<file path="src/pkg/adc_list_ctrl_defs.svh">
`ifndef ADC_LIST_CTRL_DEFS_SVH
`define ADC_LIST_CTRL_DEFS_SVH
`define ADDR_CONTROL_ONE 3'h1
`define ADDR_STATUS     3'h2
`define ADDR_COMMAND    3'h6
`define BIT_CMD_BMOD    7
`define BIT_RES_BMOD    6
`define BIT_SPECIAL     5
`define BIT_AUTO_RESTART_REQUEST   4
`define BIT_CMD_SEL     7
`define BIT_RES_SEL     6
`define BIT_ECC_FAULT   5
`define BIT_READY       3
`define BYTE_ZERO       8'h00
`endif

</file>
<file path="src/pkg/adc_list_ctrl_pkg.sv">
package adc_list_ctrl_pkg;
	typedef enum logic [1:0] {st_idle, st_load, st_convert, st_halted}
		conv_state_type;

	typedef struct packed {
		logic           cmd_bmod_q;
		logic           res_bmod_q;
		logic           special_q;
		logic           auto_restart_request_q;
		logic           cmd_sel_q;
		logic           res_sel_q;
		logic           first_stored_q;
		logic           ecc_fault_q;
		logic           load_ok_q;
		logic           restart_q;
		logic           wake_restart_q;
		logic           ready_q;
		logic           cmd_write_q;
		logic [7:0]     cmd_data_q;
		logic [7:0]     rdata_q;
		conv_state_type state_q;
	} regs_type;
endpackage : adc_list_ctrl_pkg

</file>
<file path="src/rtl/adc_list_ctrl.sv">
`timescale 1ns/1ps
`include "adc_list_ctrl_defs.svh"

module adc_list_ctrl
	import adc_list_ctrl_pkg::*;
(
	// Clock and reset
	input  wire logic       clock,
	input  wire logic       reset,
	input  wire logic       clock_enable,
	// Register port
	input  wire logic [2:0] addr,
	input  wire logic       write_strobe,
	input  wire logic       read_strobe,
	input  wire logic [7:0] wdata,
	output logic      [7:0] rdata,
	// Chip mode and converter context
	input  wire logic       converter_enable,
	input  wire logic       special_mode,
	input  wire logic       soft_reset,
	input  wire logic       stop_in_wait,
	input  wire logic       stop_exit,
	input  wire logic       wait_exit,
	// Flow control handshake
	input  wire logic       list_load_ok,
	input  wire logic       restart_request,
	input  wire logic       sequence_abort_request,
	// Datapath events
	input  wire logic       conversion_start,
	input  wire logic       list_end,
	input  wire logic       result_stored,
	input  wire logic       ecc_double_error,
	// Outputs
	output logic            cmd_list_buffer_mode,
	output logic            result_list_buffer_mode,
	output logic            cmd_list_select,
	output logic            result_list_select,
	output logic            double_bit_ecc_fault,
	output logic            ready,
	output logic            auto_restart_event,
	output logic            current_command_write,
	output logic [7:0]      current_command_data
);

	// ********************************************************
	// Helpers
	// ********************************************************
	function automatic logic guarded_ok(input logic en, input logic spec);
		guarded_ok = !en || spec;
	endfunction : guarded_ok

	regs_type r_q;
	regs_type r_d;
	logic     unlocked;
	logic     wr_ctl;
	logic     wr_sts;
	logic     flow_active;
	logic     restart_evt;

	assign unlocked    = guarded_ok(converter_enable, r_q.special_q);
	assign wr_ctl      = write_strobe && (addr == `ADDR_CONTROL_ONE);
	assign wr_sts      = write_strobe && (addr == `ADDR_STATUS);
	assign flow_active = converter_enable && !soft_reset;
	assign restart_evt = r_q.restart_q || r_q.wake_restart_q;

	// ********************************************************
	// Next state
	// ********************************************************
	always_comb
	begin
		r_d = r_q;
		r_d.cmd_write_q    = 1'b0;
		r_d.wake_restart_q = 1'b0;

		// Control register writes
		if (wr_ctl && unlocked)
		begin
			r_d.cmd_bmod_q = wdata[`BIT_CMD_BMOD];
			r_d.res_bmod_q = wdata[`BIT_RES_BMOD];
		end
		if (wr_ctl && special_mode)
			r_d.special_q = wdata[`BIT_SPECIAL];
		if (!special_mode)
			r_d.special_q = 1'b0;
		if (wr_ctl)
			r_d.auto_restart_request_q = wdata[`BIT_AUTO_RESTART_REQUEST];

		// Wake restart: stop exit, or wait exit with stop-in-wait
		if (r_q.auto_restart_request_q && flow_active
			&& (stop_exit || (wait_exit && stop_in_wait)))
			r_d.wake_restart_q = 1'b1;

		// Flow control handshake copies; held clear when off
		if (!flow_active)
		begin
			r_d.load_ok_q = 1'b0;
			r_d.restart_q = 1'b0;
		end
		else
		begin
			r_d.load_ok_q = list_load_ok;
			r_d.restart_q = restart_request;
		end

		// Current command write under special access, before start
		if (write_strobe && addr == `ADDR_COMMAND && r_q.special_q
			&& r_q.state_q != st_convert && !conversion_start)
		begin
			r_d.cmd_write_q = 1'b1;
			r_d.cmd_data_q  = wdata;
		end

		// Sequencer state
		case (r_q.state_q)
			st_idle:
				if (restart_evt && flow_active)
				begin
					r_d.state_q = st_load;
					if (r_q.cmd_bmod_q && r_q.load_ok_q)
						r_d.cmd_sel_q = !r_q.cmd_sel_q;
				end
			st_load:
				if (conversion_start)
					r_d.state_q = st_convert;
			st_convert:
				if (list_end || sequence_abort_request)
					r_d.state_q = st_idle;
			st_halted:
				r_d.state_q = st_halted;
			default:
				r_d.state_q = st_idle;
		endcase

		// Result list toggle; first list stored does not toggle
		if (sequence_abort_request && r_q.state_q != st_idle)
		begin
			if (r_q.res_bmod_q && r_q.first_stored_q)
				r_d.res_sel_q = !r_q.res_sel_q;
		end
		else if (result_stored && r_q.state_q == st_convert)
		begin
			if (r_q.res_bmod_q && r_q.first_stored_q)
				r_d.res_sel_q = !r_q.res_sel_q;
			r_d.first_stored_q = 1'b1;
		end

		// Status select writes
		if (wr_sts && unlocked)
		begin
			r_d.cmd_sel_q = wdata[`BIT_CMD_SEL];
			r_d.res_sel_q = wdata[`BIT_RES_SEL];
		end

		// ECC fault: set wins over everything but disable and soft reset
		if (ecc_double_error && flow_active
			&& r_q.state_q != st_idle)
		begin
			r_d.ecc_fault_q = 1'b1;
			r_d.state_q     = st_halted;
		end
		if (!converter_enable)
			r_d.ecc_fault_q = 1'b0;

		if (soft_reset || !converter_enable)
		begin
			r_d.state_q        = st_idle;
			r_d.first_stored_q = 1'b0;
		end
		if (soft_reset)
		begin
			r_d.cmd_sel_q   = 1'b0;
			r_d.res_sel_q   = 1'b0;
			r_d.ecc_fault_q = 1'b0;
		end

		// Single buffer modes pin selects low
		if (!r_d.cmd_bmod_q)
			r_d.cmd_sel_q = 1'b0;
		if (!r_d.res_bmod_q)
			r_d.res_sel_q = 1'b0;

		// Ready reflects next state idle with no abort pending and the flow active
		r_d.ready_q = (r_d.state_q == st_idle)
			&& !sequence_abort_request && flow_active;

		// Read data; writes never touch ready or fault
		r_d.rdata_q = `BYTE_ZERO;
		if (read_strobe)
		begin
			case (addr)
				`ADDR_CONTROL_ONE:
				begin
					r_d.rdata_q[`BIT_CMD_BMOD]  = r_q.cmd_bmod_q;
					r_d.rdata_q[`BIT_RES_BMOD]  = r_q.res_bmod_q;
					r_d.rdata_q[`BIT_SPECIAL]   = r_q.special_q;
					r_d.rdata_q[`BIT_AUTO_RESTART_REQUEST] = r_q.auto_restart_request_q;
				end
				`ADDR_STATUS:
				begin
					r_d.rdata_q[`BIT_CMD_SEL]   = r_q.cmd_sel_q;
					r_d.rdata_q[`BIT_RES_SEL]   = r_q.res_sel_q;
					r_d.rdata_q[`BIT_ECC_FAULT] = r_q.ecc_fault_q;
					r_d.rdata_q[`BIT_READY]     = r_q.ready_q;
				end
				default:
					r_d.rdata_q = `BYTE_ZERO;
			endcase
		end
	end

	// ********************************************************
	// State register
	// ********************************************************
	always_ff @(posedge clock)
	begin
		if (reset)
		begin
			r_q         <= '0;
			r_q.state_q <= st_idle;
		end
		else if (clock_enable)
			r_q <= r_d;
	end

	assign rdata                   = r_q.rdata_q;
	assign cmd_list_buffer_mode    = r_q.cmd_bmod_q;
	assign result_list_buffer_mode = r_q.res_bmod_q;
	assign cmd_list_select         = r_q.cmd_sel_q;
	assign result_list_select      = r_q.res_sel_q;
	assign double_bit_ecc_fault    = r_q.ecc_fault_q;
	assign ready                   = r_q.ready_q;
	assign auto_restart_event      = r_q.wake_restart_q;
	assign current_command_write   = r_q.cmd_write_q;
	assign current_command_data    = r_q.cmd_data_q;

endmodule : adc_list_ctrl

</file>
<file path="config.mk">
export PLATFORM = sky130hd
export DESIGN_NAME = adc_list_ctrl
export DESIGN_NICKNAME = d
export VERILOG_FILES = /design/src/pkg/adc_list_ctrl_pkg.sv /design/src/rtl/adc_list_ctrl.sv
export VERILOG_INCLUDE_DIRS = /design/src /design/src/pkg
export SDC_FILE = /design/constraint.sdc
export NUM_CORES = 1
export LEC_CHECK = 0
export ABC_CLOCK_PERIOD_IN_PS = 1700
export BUFFER_PORTS_ARGS = -buffer_cell sky130_fd_sc_hd__buf_4
export CAP_MARGIN = 20
export CORE_MARGIN = 2
export CORE_UTILIZATION = 30
export CTS_BUF_LIST = sky130_fd_sc_hd__clkbuf_8
export DETAILED_ROUTE_END_ITERATION = 10
export PLACE_DENSITY = 0.49
export SETUP_SLACK_MARGIN = 0.02
export SYNTH_ARGS = -nofsm -noshare
export SYNTH_HDL_FRONTEND = slang
export SYNTH_SLANG_ARGS = --single-unit
</file>
<file path="constraint.sdc">
create_clock -name clock -period 1.7 [get_ports clock]
set_clock_uncertainty 0.05 [all_clocks]
set_input_delay 0.17 -clock clock [delete_from_list [all_inputs] [get_ports clock]]
set_output_delay 0.17 -clock clock [all_outputs]
set_load 0.02 [all_outputs]
</file>
Yosys cells after proc, flatten, opt, wreduce, memory -nomap -nowiden
Cells that the tools add are included.
{"block": "word_totals", "ff_bits": 31, "input_bits": 29, "output_inout_bits": 24}
{"block": "classes", "eq_ne": 14, "n_mux": 31, "reduce_logical": 44}
{"operator": "$logic_and A1 B1 Y1", "n": 22}
{"operator": "$mux W2", "n": 10}
{"operator": "$mux W1", "n": 17}
{"operator": "$ne A4 B2 Y1 const B", "n": 3}
{"operator": "$reduce_and A2 Y1", "n": 5}
{"operator": "$mux W9", "n": 1}
{"operator": "$mux W8", "n": 1}
{"operator": "$pmux W2 S4", "n": 1}
{"operator": "$logic_not A1 Y1", "n": 6}
{"operator": "$pmux W3 S2", "n": 1}
{"operator": "$logic_or A1 B1 Y1", "n": 5}
{"operator": "$ne A5 B2 Y1 const B", "n": 1}
{"operator": "$eq A2 B2 Y1 const B", "n": 2}
{"operator": "$logic_not A2 Y1", "n": 2}
{"operator": "$ne A2 B1 Y1 const B", "n": 2}
{"operator": "$reduce_and A4 Y1", "n": 1}
{"operator": "$reduce_bool A2 Y1", "n": 2}
{"operator": "$eq A3 B1 Y1 const B", "n": 1}
{"operator": "$eq A3 B2 Y1 const B", "n": 1}
{"operator": "$eq A3 B3 Y1 const B", "n": 1}
{"operator": "$ne A3 B1 Y1 const B", "n": 1}
{"operator": "$reduce_and A3 Y1", "n": 1}
{"operator": "$eq A2 B1 Y1 const B", "n": 1}
{"operator": "$ne A2 B2 Y1 const B", "n": 1}

Longest topological paths before layout
Gate-level depths: netlist of run 1.
{"block": "logic_depth", "ltp_word": 10, "ltp_mapped": 6, "depth_no_buf": 4}

Worst setup path before layout of run 1
No wires, ideal clock.
{"block": "synth_path", "path_type": "flip-flop to flip-flop", "from": "register r_q[0] in the netlist's numbering", "to": "register r_q, in the netlist result_list_select", "t_arrival_ns": 1.331, "t_required_ns": 1.564, "path_slack_ns": 0.233, "path_stages_with_launch": 5, "path_buffers": 0, "synth_period_minus_slack_ns": 1.467, "path_cell_list": "dfxtp_1 or2_2 o2111a_1 a311o_1 a221oi_2"}
{"block": "synth_via", "elab_chain_len": 6, "elab_cells_between_ends": 10, "cone_classes": "eq/ne (2); mux (4); reduce/logical (4)"}
{"item": "start: declaration", "line": "adc_list_ctrl.sv:52", "rtl": "regs_type r_q;"}
{"item": "start signal: assignment", "line": "adc_list_ctrl.sv:222", "rtl": "r_q <= r_d;"}
{"item": "$reduce_bool A2 Y1", "line": "adc_list_ctrl.sv:135", "rtl": "if (sequence_abort_request && r_q.state_q != st_idle)"}
{"item": "$logic_and A1 B1 Y1", "line": "adc_list_ctrl.sv:135"}
{"item": "$mux W1", "line": "adc_list_ctrl.sv:135"}
{"item": "$mux W2", "line": "adc_list_ctrl.sv:148", "rtl": "if (wr_sts && unlocked)"}
{"item": "$mux W2", "line": "adc_list_ctrl.sv:169", "rtl": "if (soft_reset)"}
{"item": "$mux W1", "line": "adc_list_ctrl.sv:179", "rtl": "if (!r_d.res_bmod_q)"}
Parallel ways exist; a longest one is shown, timed or not.
A chain may end at the register's enable or synchronous reset.

Final worst setup path of run 1
{"block": "layout_path", "from": "register r_q[0] in the netlist's numbering", "to": "register r_q, in the netlist cmd_list_select"}
{"block": "layout_via", "elab_chain_len": 3}
{"item": "$logic_not A2 Y1", "line": "adc_list_ctrl.sv:114", "rtl": "case (r_q.state_q)"}
{"item": "$ne A4 B2 Y1 (no source line)"}
{"item": "$reduce_and A4 Y1 (no source line)"}
No other way between the ends.

==> reports/results.tsv, run 1 <==
metric	value	unit
antenna_found_initial	0	
fin_ws	0.106	ns
fp.dieW	73.9	um
first_iter_violations	47	
clock_path_buffers	2	
fin_area	0.00186	mm2
syn_avg_cell_area	8.74	um2
dr.pass1.iters	4	
routed_via_density	5.07	
area_growth	26.9	%
coreArea	0.00472	mm2
synth_xor_area_share	0	%
path_class	flip-flop to flip-flop	
cts_tree	built	
port_buffers	49	
grt_pass1_vias	1304	
rows	25	
die_area	0.00547	mm2
p_leak	0.775	nW
drive_gt1_share	30.4	%
syn_inst	168	
ys_ff_latch	28	
cp.required	1.82	ns
status	finished, final reports clean	
synthFlopType	dfxtp_1	
start_util	31.1	%
htreeDepth	1	
fin_nets	235	
pin_count	53	
clock_latency	0.27	ns
synth_edf_count	0	
setup_viol	0	
cp_top_family	simple AND/OR/NAND/NOR gates	
critPathLaunchType	flip-flop	
drv_slew	0	
ys_seq_area_share	38.2	%
dr_total_vias	1374	
path_cells	or2_2, nor4_2, nor4_1, a211o_1	
crit_buf_inv	0	
clock.fmax	627	MHz
utilization	39.4	%
hold_path.class	input pin to flip-flop	
post_cts_buffers	0	
gp_congestion	0.776	
synth_adder_area_share	0	%
crit_path_end_kind	flip-flop	
fin_crit_sh	93.7	%
peakVddDrop	336	uV
ys_types	42	
cts_root_buf	clkbuf_8	
hold_viol	0	
n_antenna_cell	0	
die_y	73.9	um
clock-sinks	28	
cts_made_buffers	3	
synth_top_family_by_area	simple AND/OR/NAND/NOR gates	
dpl.hpwl	3030	um
route.detailed.drc	0	
drtAntennaViolNets	0	
critPathSlowestCell	dfxtp_1	
gr-usage-all-layers	15.0	%
cap_violations	0	
clk_pin_slew	0.09	ns
syn_area	0.00147	mm2
path_max_fanout	6	
yosys_warnings	0	
synth-simple-area-share	22.3	%
totalPowerFinal	0.00117	W
tightest_slew	0.520	ns
grt_pass1_wl	6400	um
tns	0	ns
post-route-min-period	1.59	ns
wl_per_cell	14.8	um
cpPeakStageDelay	0.36	ns
largest_reg_flops	8	
async_flop_share	0	%
slew_headroom	65.3	%
routed_wl	4020	um
arrival	1.71	ns
place_area	0.00182	mm2
grt.overflow.total	0	
pre_cts_slack	0.0439	ns
synth_compound_area_share	19.7	%
ff2ff_setup_slack	0.11	ns
power_density	626	mW/mm2
grt_setup_unrepaired	no	
grt_max_degree	17	
synth_mux_area_share	8.18	%
final timing paths:
path                                           endpoint     start  cells past startpoint
worst min-delay path            current_command_data[0]  wdata[0]                      3
worst min register to register                  r_q[21]   r_q[21]                      2
worst max-delay path                    cmd_list_select    r_q[0]                      4
worst max register to register          cmd_list_select    r_q[0]                      4
layout make-up:
class	instances	area [um2]
sequential	28	561
multi-input combinational	116	761
timing repair buffer	54	405
tap	67	83.8
clock buffer	3	41.3
fill	491	2860
inverter	3	11.3
through the flow:
stage | hold slack (ns) | instances
after floorplan | 0.264 | 170
after global placement | 0.356 | 268
after detailed placement | 0.369 | 268
after CTS | 0.0773 | 271
after global routing | 0.0793 | 271
final | 0.0794 | 271
cell usage in the layout, fill, tap and decap left out, types with 2 or more instances in the layout:
cell type / instances
buf_4: 54
dfxtp_1: 28
nor2_1: 24
mux2i_1: 12
a21oi_1: 9
nand2_1: 6
nor2b_1: 6
nand2b_1: 6
a31oi_1: 4
inv_1: 3
nor3_1: 3
a222oi_1: 3
o21ai_0: 3
a211oi_1: 3
nand3_1: 3
conb_1: 3
clkbuf_8: 3
nand3b_1: 2
nor4_2: 2
nor4_1: 2
and3_1: 2
a41o_1: 2
a22oi_1: 2
o2111a_1: 2
tightest hold or removal path: stages:
cell	delay, ns
buf_4	0.07
mux2i_1	0.05
nor2_1	0.07
cell families (layout without fill, tap and decap cells):
kind of cell	count (synthesis)	in the layout
AOI/OAI and AO/OA	38	38
other	1	3
and+or+nand+nor	63	63
DFF	28	28
buffers and inverters	26	60
muxes	12	12
where the power goes:
group,total [W],internal [W],switching [W]
clock,0.000353,0.000159,0.000194
sequential,0.000660,0.000658,0.00000230
combinational,0.000153,0.0000696,0.0000833
cell usage after synthesis, types with 3 or more instances:
cell | number | area (um2)
a31oi_1 | 4 | 25.0
nor2b_1 | 6 | 37.5
nand2b_1 | 6 | 37.5
nor2_1 | 24 | 90.1
clkbuf_1 | 5 | 18.8
nor3_1 | 3 | 15.0
a222oi_1 | 3 | 30.0
a21oi_1 | 9 | 45.0
buf_4 | 16 | 120
mux2i_1 | 12 | 120
a211oi_1 | 3 | 22.5
dfxtp_1 | 28 | 561
nand2_1 | 6 | 22.5
nand3_1 | 3 | 15.0
nor4_1 | 4 | 25.0
o21ai_0 | 3 | 15.0
inv_1 | 3 | 11.3
layer usage:
layer,GRT usage [%],up-vias,wire length [um]
li1,-,669,-
met1,18.2,646,1750
met2,26.1,53,1930
met3,3.66,6,273
met4,4.85,0,76
met5,0,-,0
what timing repair did:
| item | CTS | global route |
|---|---|---|
| gates resized for setup | 0 | 1 |
| setup endpoints to repair | 0 | 1 |
| hold buffers | 0 | 0 |
Power figures use the tool's default switching activity.
==> run 2, diff against run 1 <==
Settings changed: BUFFER_PORTS_ARGS -buffer_cell sky130_fd_sc_hd__buf_4 to unset, DONT_BUFFER_PORTS set to 1, PLACE_DENSITY 0.49 to 0.4, REMOVE_ABC_BUFFERS set to 1.
==> run 2 against run 1 <==
The flow now finishes with violations (hold timing). Register-to-register slack better by 0.02 ns. Utilization shrank 4.6 points. Global-route usage shrank 0.12 points. Sequential power is essentially flat. Largest power group unchanged.
==> reports/results.tsv, run 2 (synthesis results as in run 1) <==
metric	value	unit	change
cp.required	1.86	ns	+0.04 ns
die_area	0.00547	mm2	unchanged
grt.overflow.total	0		unchanged
dpl.hpwl	2790	um	-8.0%
violations	hold timing		
dr_total_vias	1228		-11%
tightest_slew	0.939	ns	+0.420 ns
grt_pass1_vias	1161		-11%
cpPeakStageDelay	0.36	ns	about the same
area_growth	12.3	%	
multiInputGateArea	761	um2	unchanged
drtAntennaViolNets	0		unchanged
coreArea	0.00472	mm2	unchanged
largest_reg_flops	8		unchanged
hold_viol	1		+1
clk_pin_slew	0.11	ns	+0.02 ns
setup_viol	0		unchanged
cts_root_buf	clkbuf_8		
cts_tree	built		
pin_count	53		unchanged
clock.fmax	634	MHz	+1.1%
nFillCells	485		-1.2%
fin_crit_sh	92.7	%	-1.0 points
post_cts_buffers	0		unchanged
drv_slew	0		unchanged
wl_per_cell	17.1	um	+15%
clock-sinks	28		unchanged
first_iter_violations	108		+130%
final_cell_mix	dfxtp_1, nor2_1, dlygate4sd3_1		
path_max_fanout	6		unchanged
gr-usage-all-layers	14.9	%	-0.12 points
stdcell_count	235		-13%
routed_wl	4010	um	-0.40%
dr.pass1.iters	4		unchanged
grt_setup_unrepaired	no		
htreeDepth	1		unchanged
power_density	798	mW/mm2	+27%
cap_violations	0		unchanged
hold_path.class	input pin to flip-flop		
drive_gt1_share	7.74	%	-23 points
path_class	flip-flop to flip-flop		
antenna_found_initial	0		unchanged
gp_congestion	0.698		-10%
p_leak	0.590	nW	-24%
clock_latency	0.28	ns	about the same
grt_max_degree	24		+7
arrival	1.74	ns	+0.03 ns
critPathLaunchType	flip-flop		
ff_latch_area	561	um2	unchanged
rows	25		unchanged
routed_via_density	5.23		+3.1%
start_util	31.1	%	unchanged
fp.dieW	73.9	um	unchanged
pre_cts_slack	0.0995	ns	+0.0557 ns
peakVddDrop	372	uV	+11%
route.detailed.drc	0		unchanged
crit_path_end_kind	flip-flop		
dp_cells	218		-19%
critPathSlowestCell	dfxtp_1		
die_y	73.9	um	unchanged
finalHoldWorstSlack	-0.00111	ns	-0.0806 ns
cts_made_buffers	3		unchanged
post-route-min-period	1.58	ns	-0.0175 ns
slew_headroom	37.2	%	-28 points
grt_pass1_wl	6090	um	-4.9%
layout_commonest_cell	dfxtp_1		
port_buffers	0		-100%
fin_nets	198		-16%
path_cells	or2_2, o2111a_1, a311o_1, a221oi_2		
totalPowerFinal	0.00131	W	+13%
status	complete, but fails checks		
n_antenna_cell	0		unchanged
clock_path_buffers	2		unchanged
fin_ws	0.124	ns	+0.0175 ns
-- run 2: cell count changes in the layout (fill, tap and decap cells not counted) --
cell / change
dlygate4sd3_1: +13
bufinv_16: +1
buf_4: -50
-- run 2: worst max-delay path, delay by kind of cell, from the launching register on --
family	cells	cell delay (ns)
AND/OR/NAND/NOR	1	0.35
flip-flops	1	0.36
AO/OA/AOI/OAI	3	0.73
-- run 2: area by class of cell --
cell class | count | area share, %
clock buffer | 3 | 2.51
sequential | 28 | 34.0
clock inverter | 1 | 1.82
timing repair buffer | 17 | 9.72
tap | 67 | 5.09
inverter | 3 | 0.683
multi-input combinational | 116 | 46.2
-- run 2: final timing paths --
check	startpoint	endpoint	slack (ns)	depth (start not counted)
max reg2reg	r_q[0]	result_list_select	0.12	4
max	r_q[0]	result_list_select	0.12	4
min reg2reg	r_q[21]	r_q[21]	0.42	2
min	wdata[7]	cmd_list_buffer_mode	-0.001	2
-- run 2: repair_timing --
item / 4_1_cts / 5_1_grt
hold buffers: 12 / 1
gates resized for setup: 0 / 1
hold endpoints to repair: 25 / 1
setup endpoints to repair: 0 / 1
-- run 2: metrics by stage --
step           setup TNS, ns  instance area [um2]  util [%]
6_report                   0                 1650      34.9
5_1_grt                    0                 1650      34.9
4_1_cts                    0                 1630      34.5
2_1_floorplan          -4.45                 1320         -
3_3_place_gp               0                 1440      30.5
3_5_place_dp               0                 1440      30.5
-- run 2: per-layer routing --
metal / track usage, % / vias up / routed length, um
met5: 0 / - / 0
met4: 5.66 / 0 / 45
met3: 3.93 / 5 / 239
met2: 24.1 / 45 / 1910
met1: 19.0 / 587 / 1820
li1: - / 591 / -
-- run 2: report_power, final --
| group | internal [W] | switching [W] |
|---|---|---|
| sequential | 0.000658 | 0.00000345 |
| clock | 0.000316 | 0.000231 |
| combinational | 0.0000447 | 0.0000617 |
| total | 0.00102 | 0.000296 |
==> run 3, diff against run 2 <==
Settings changed: SETUP_SLACK_MARGIN 0.02 to 0.5.
==> run 3 against run 2 <==
The flow still finishes with violations (hold timing). Critical endpoint is now current_command_data[3]. Highest routed layer unchanged. Maximum frequency increased by 5.5%. Via count did not move. Clock-buffer cell count did not move.
==> reports/results.tsv, run 3 (synthesis results as in run 1) <==
metric	value	unit	change
fp.dieW	73.9	um	unchanged
final_cell_mix	dfxtp_1, nor2_1, mux2i_1		
grt_setup_unrepaired	yes		
crit_path_end_kind	flip-flop		
drtAntennaViolNets	0		unchanged
r2r_start	r_q[1]		
wl_per_cell	18.1	um	+5.9%
first_iter_violations	76		-30%
setup_viol	0		unchanged
fin_crit_sh	87.9	%	-4.8 points
die_area	0.00547	mm2	unchanged
cts_made_buffers	3		unchanged
tightest_slew	0.521	ns	-0.419 ns
dr.pass1.iters	4		unchanged
grt_pass1_wl	6070	um	-0.33%
min_from	reset		
dr_total_vias	1228		unchanged
routed_wl	4230	um	+5.4%
cap_violations	0		unchanged
finalHoldWorstSlack	-0.114	ns	-0.113 ns
power_density	751	mW/mm2	-5.9%
violations	hold timing		
gr-usage-all-layers	14.8	%	-0.089 points
hold_path.class	input pin to flip-flop		
clk_pin_slew	0.10	ns	about the same
grt_max_degree	26		+8.3%
start_util	31.1	%	unchanged
htreeDepth	1		unchanged
routed_via_density	5.25		+0.43%
n_antenna_cell	0		unchanged
gp_congestion	0.698		unchanged
status	complete, but fails checks		
ff2ff_setup_slack	0.21	ns	+0.08 ns
timing.rr.end	current_command_data[3]		
clock-sinks	28		unchanged
largest_reg_flops	8		unchanged
fin_area	0.00171	mm2	+3.9%
port_buffers	0		unchanged
whs_path_depth	1		-1
coreArea	0.00472	mm2	unchanged
p_leak	0.611	nW	+3.6%
area_growth	16.7	%	
grt.overflow.total	0		unchanged
clock.fmax	669	MHz	+5.5%
arrival	1.63	ns	-0.11 ns
route.detailed.drc	0		unchanged
place_area	0.00144	mm2	unchanged
path_class	flip-flop to flip-flop		
slew_headroom	65.3	%	+28 points
antenna_found_initial	0		unchanged
path_max_fanout	6		unchanged
dpl.hpwl	2790	um	unchanged
rows	25		unchanged
min_to	current_command_data[6]		
cts_root_buf	clkbuf_8		
cp.required	1.83	ns	-0.03 ns
post-route-min-period	1.49	ns	-0.0822 ns
clock_latency	0.28	ns	about the same
fin_nets	197		-0.51%
layout_commonest_cell	dfxtp_1		
drive_gt1_share	18.6	%	+11 points
tns	0	ns	unchanged
grt_pass1_vias	1160		-0.086%
hold_viol	23		+22
critPathLaunchType	flip-flop		
utilization	36.3	%	+1.4 points
cts_tree	built		
peakVddDrop	375	uV	+0.88%
drv_slew	0		unchanged
clock_path_buffers	2		unchanged
die_y	73.9	um	unchanged
totalPowerFinal	0.00129	W	-2.2%
rr_worst_depth	5		+1
pin_count	53		unchanged
-- run 3: layout make-up --
class                           count  area, um2
Sequential cell                    28        572
Fill cell                         476       3010
Timing Repair Buffer               16        135
Multi-Input combinational cell    116        840
Clock buffer                        3       41.3
Tap cell                           67       83.8
Clock inverter                      1       30.0
Inverter                            3       11.3
-- run 3: metrics by stage --
| stage | cells | hold WS, ns | worst slack (ns) |
|---|---|---|---|
| floorplan | 147 | 0.189 | -0.516 |
| global placement | 218 | 0.196 | 0.119 |
| detailed placement | 218 | 0.197 | 0.0995 |
| CTS | 230 | -0.113 | 0.278 |
| global route | 234 | -0.124 | 0.171 |
| finish | 234 | -0.114 | 0.206 |
-- run 3: worst max-delay path, stage by stage (launching register included) --
cell,delay (ns)
dfxtp_4,0.38
nor2b_4,0.14
nor4_4,0.36
buf_4,0.23
mux2i_1,0.19
nor2_1,0.05
-- run 3: per-layer routing --
layer / global-route usage, % / routed length [um] / up-vias
li1: - / - / 594
met1: 18.9 / 1880 / 590
met2: 23.9 / 2090 / 39
met3: 4.20 / 216 / 5
met4: 5.25 / 40 / 0
met5: 0 / 0 / -
-- run 3: worst max-delay path by stage --
stage,slack [ns],startpoint,to,cells past startpoint
2_1_floorplan,-0.52,r_q[1],current_command_data[0],4
3_3_place_gp,0.12,r_q[0],cmd_list_select,4
3_5_place_dp,0.1,r_q[0],cmd_list_select,4
4_1_cts,0.28,r_q[28],result_list_select,4
5_1_grt,0.17,r_q[1],current_command_data[6],5
6_report,0.21,r_q[1],current_command_data[3],5
-- run 3: what timing repair did --
action,in CTS,in global routing
setup buffers,6,2
pin swaps,2,10
cloned,0,1
endpoints found under the hold margin,25,24
endpoints found under the setup margin,14,17
hold buffers,2,1
gates resized for setup,11,15
-- run 3: report_power, final --
| part | internal [W] | switching (W) |
|---|---|---|
| logic | 0.0000351 | 0.0000529 |
| clock network | 0.000316 | 0.000225 |
| registers | 0.000654 | 0.00000371 |
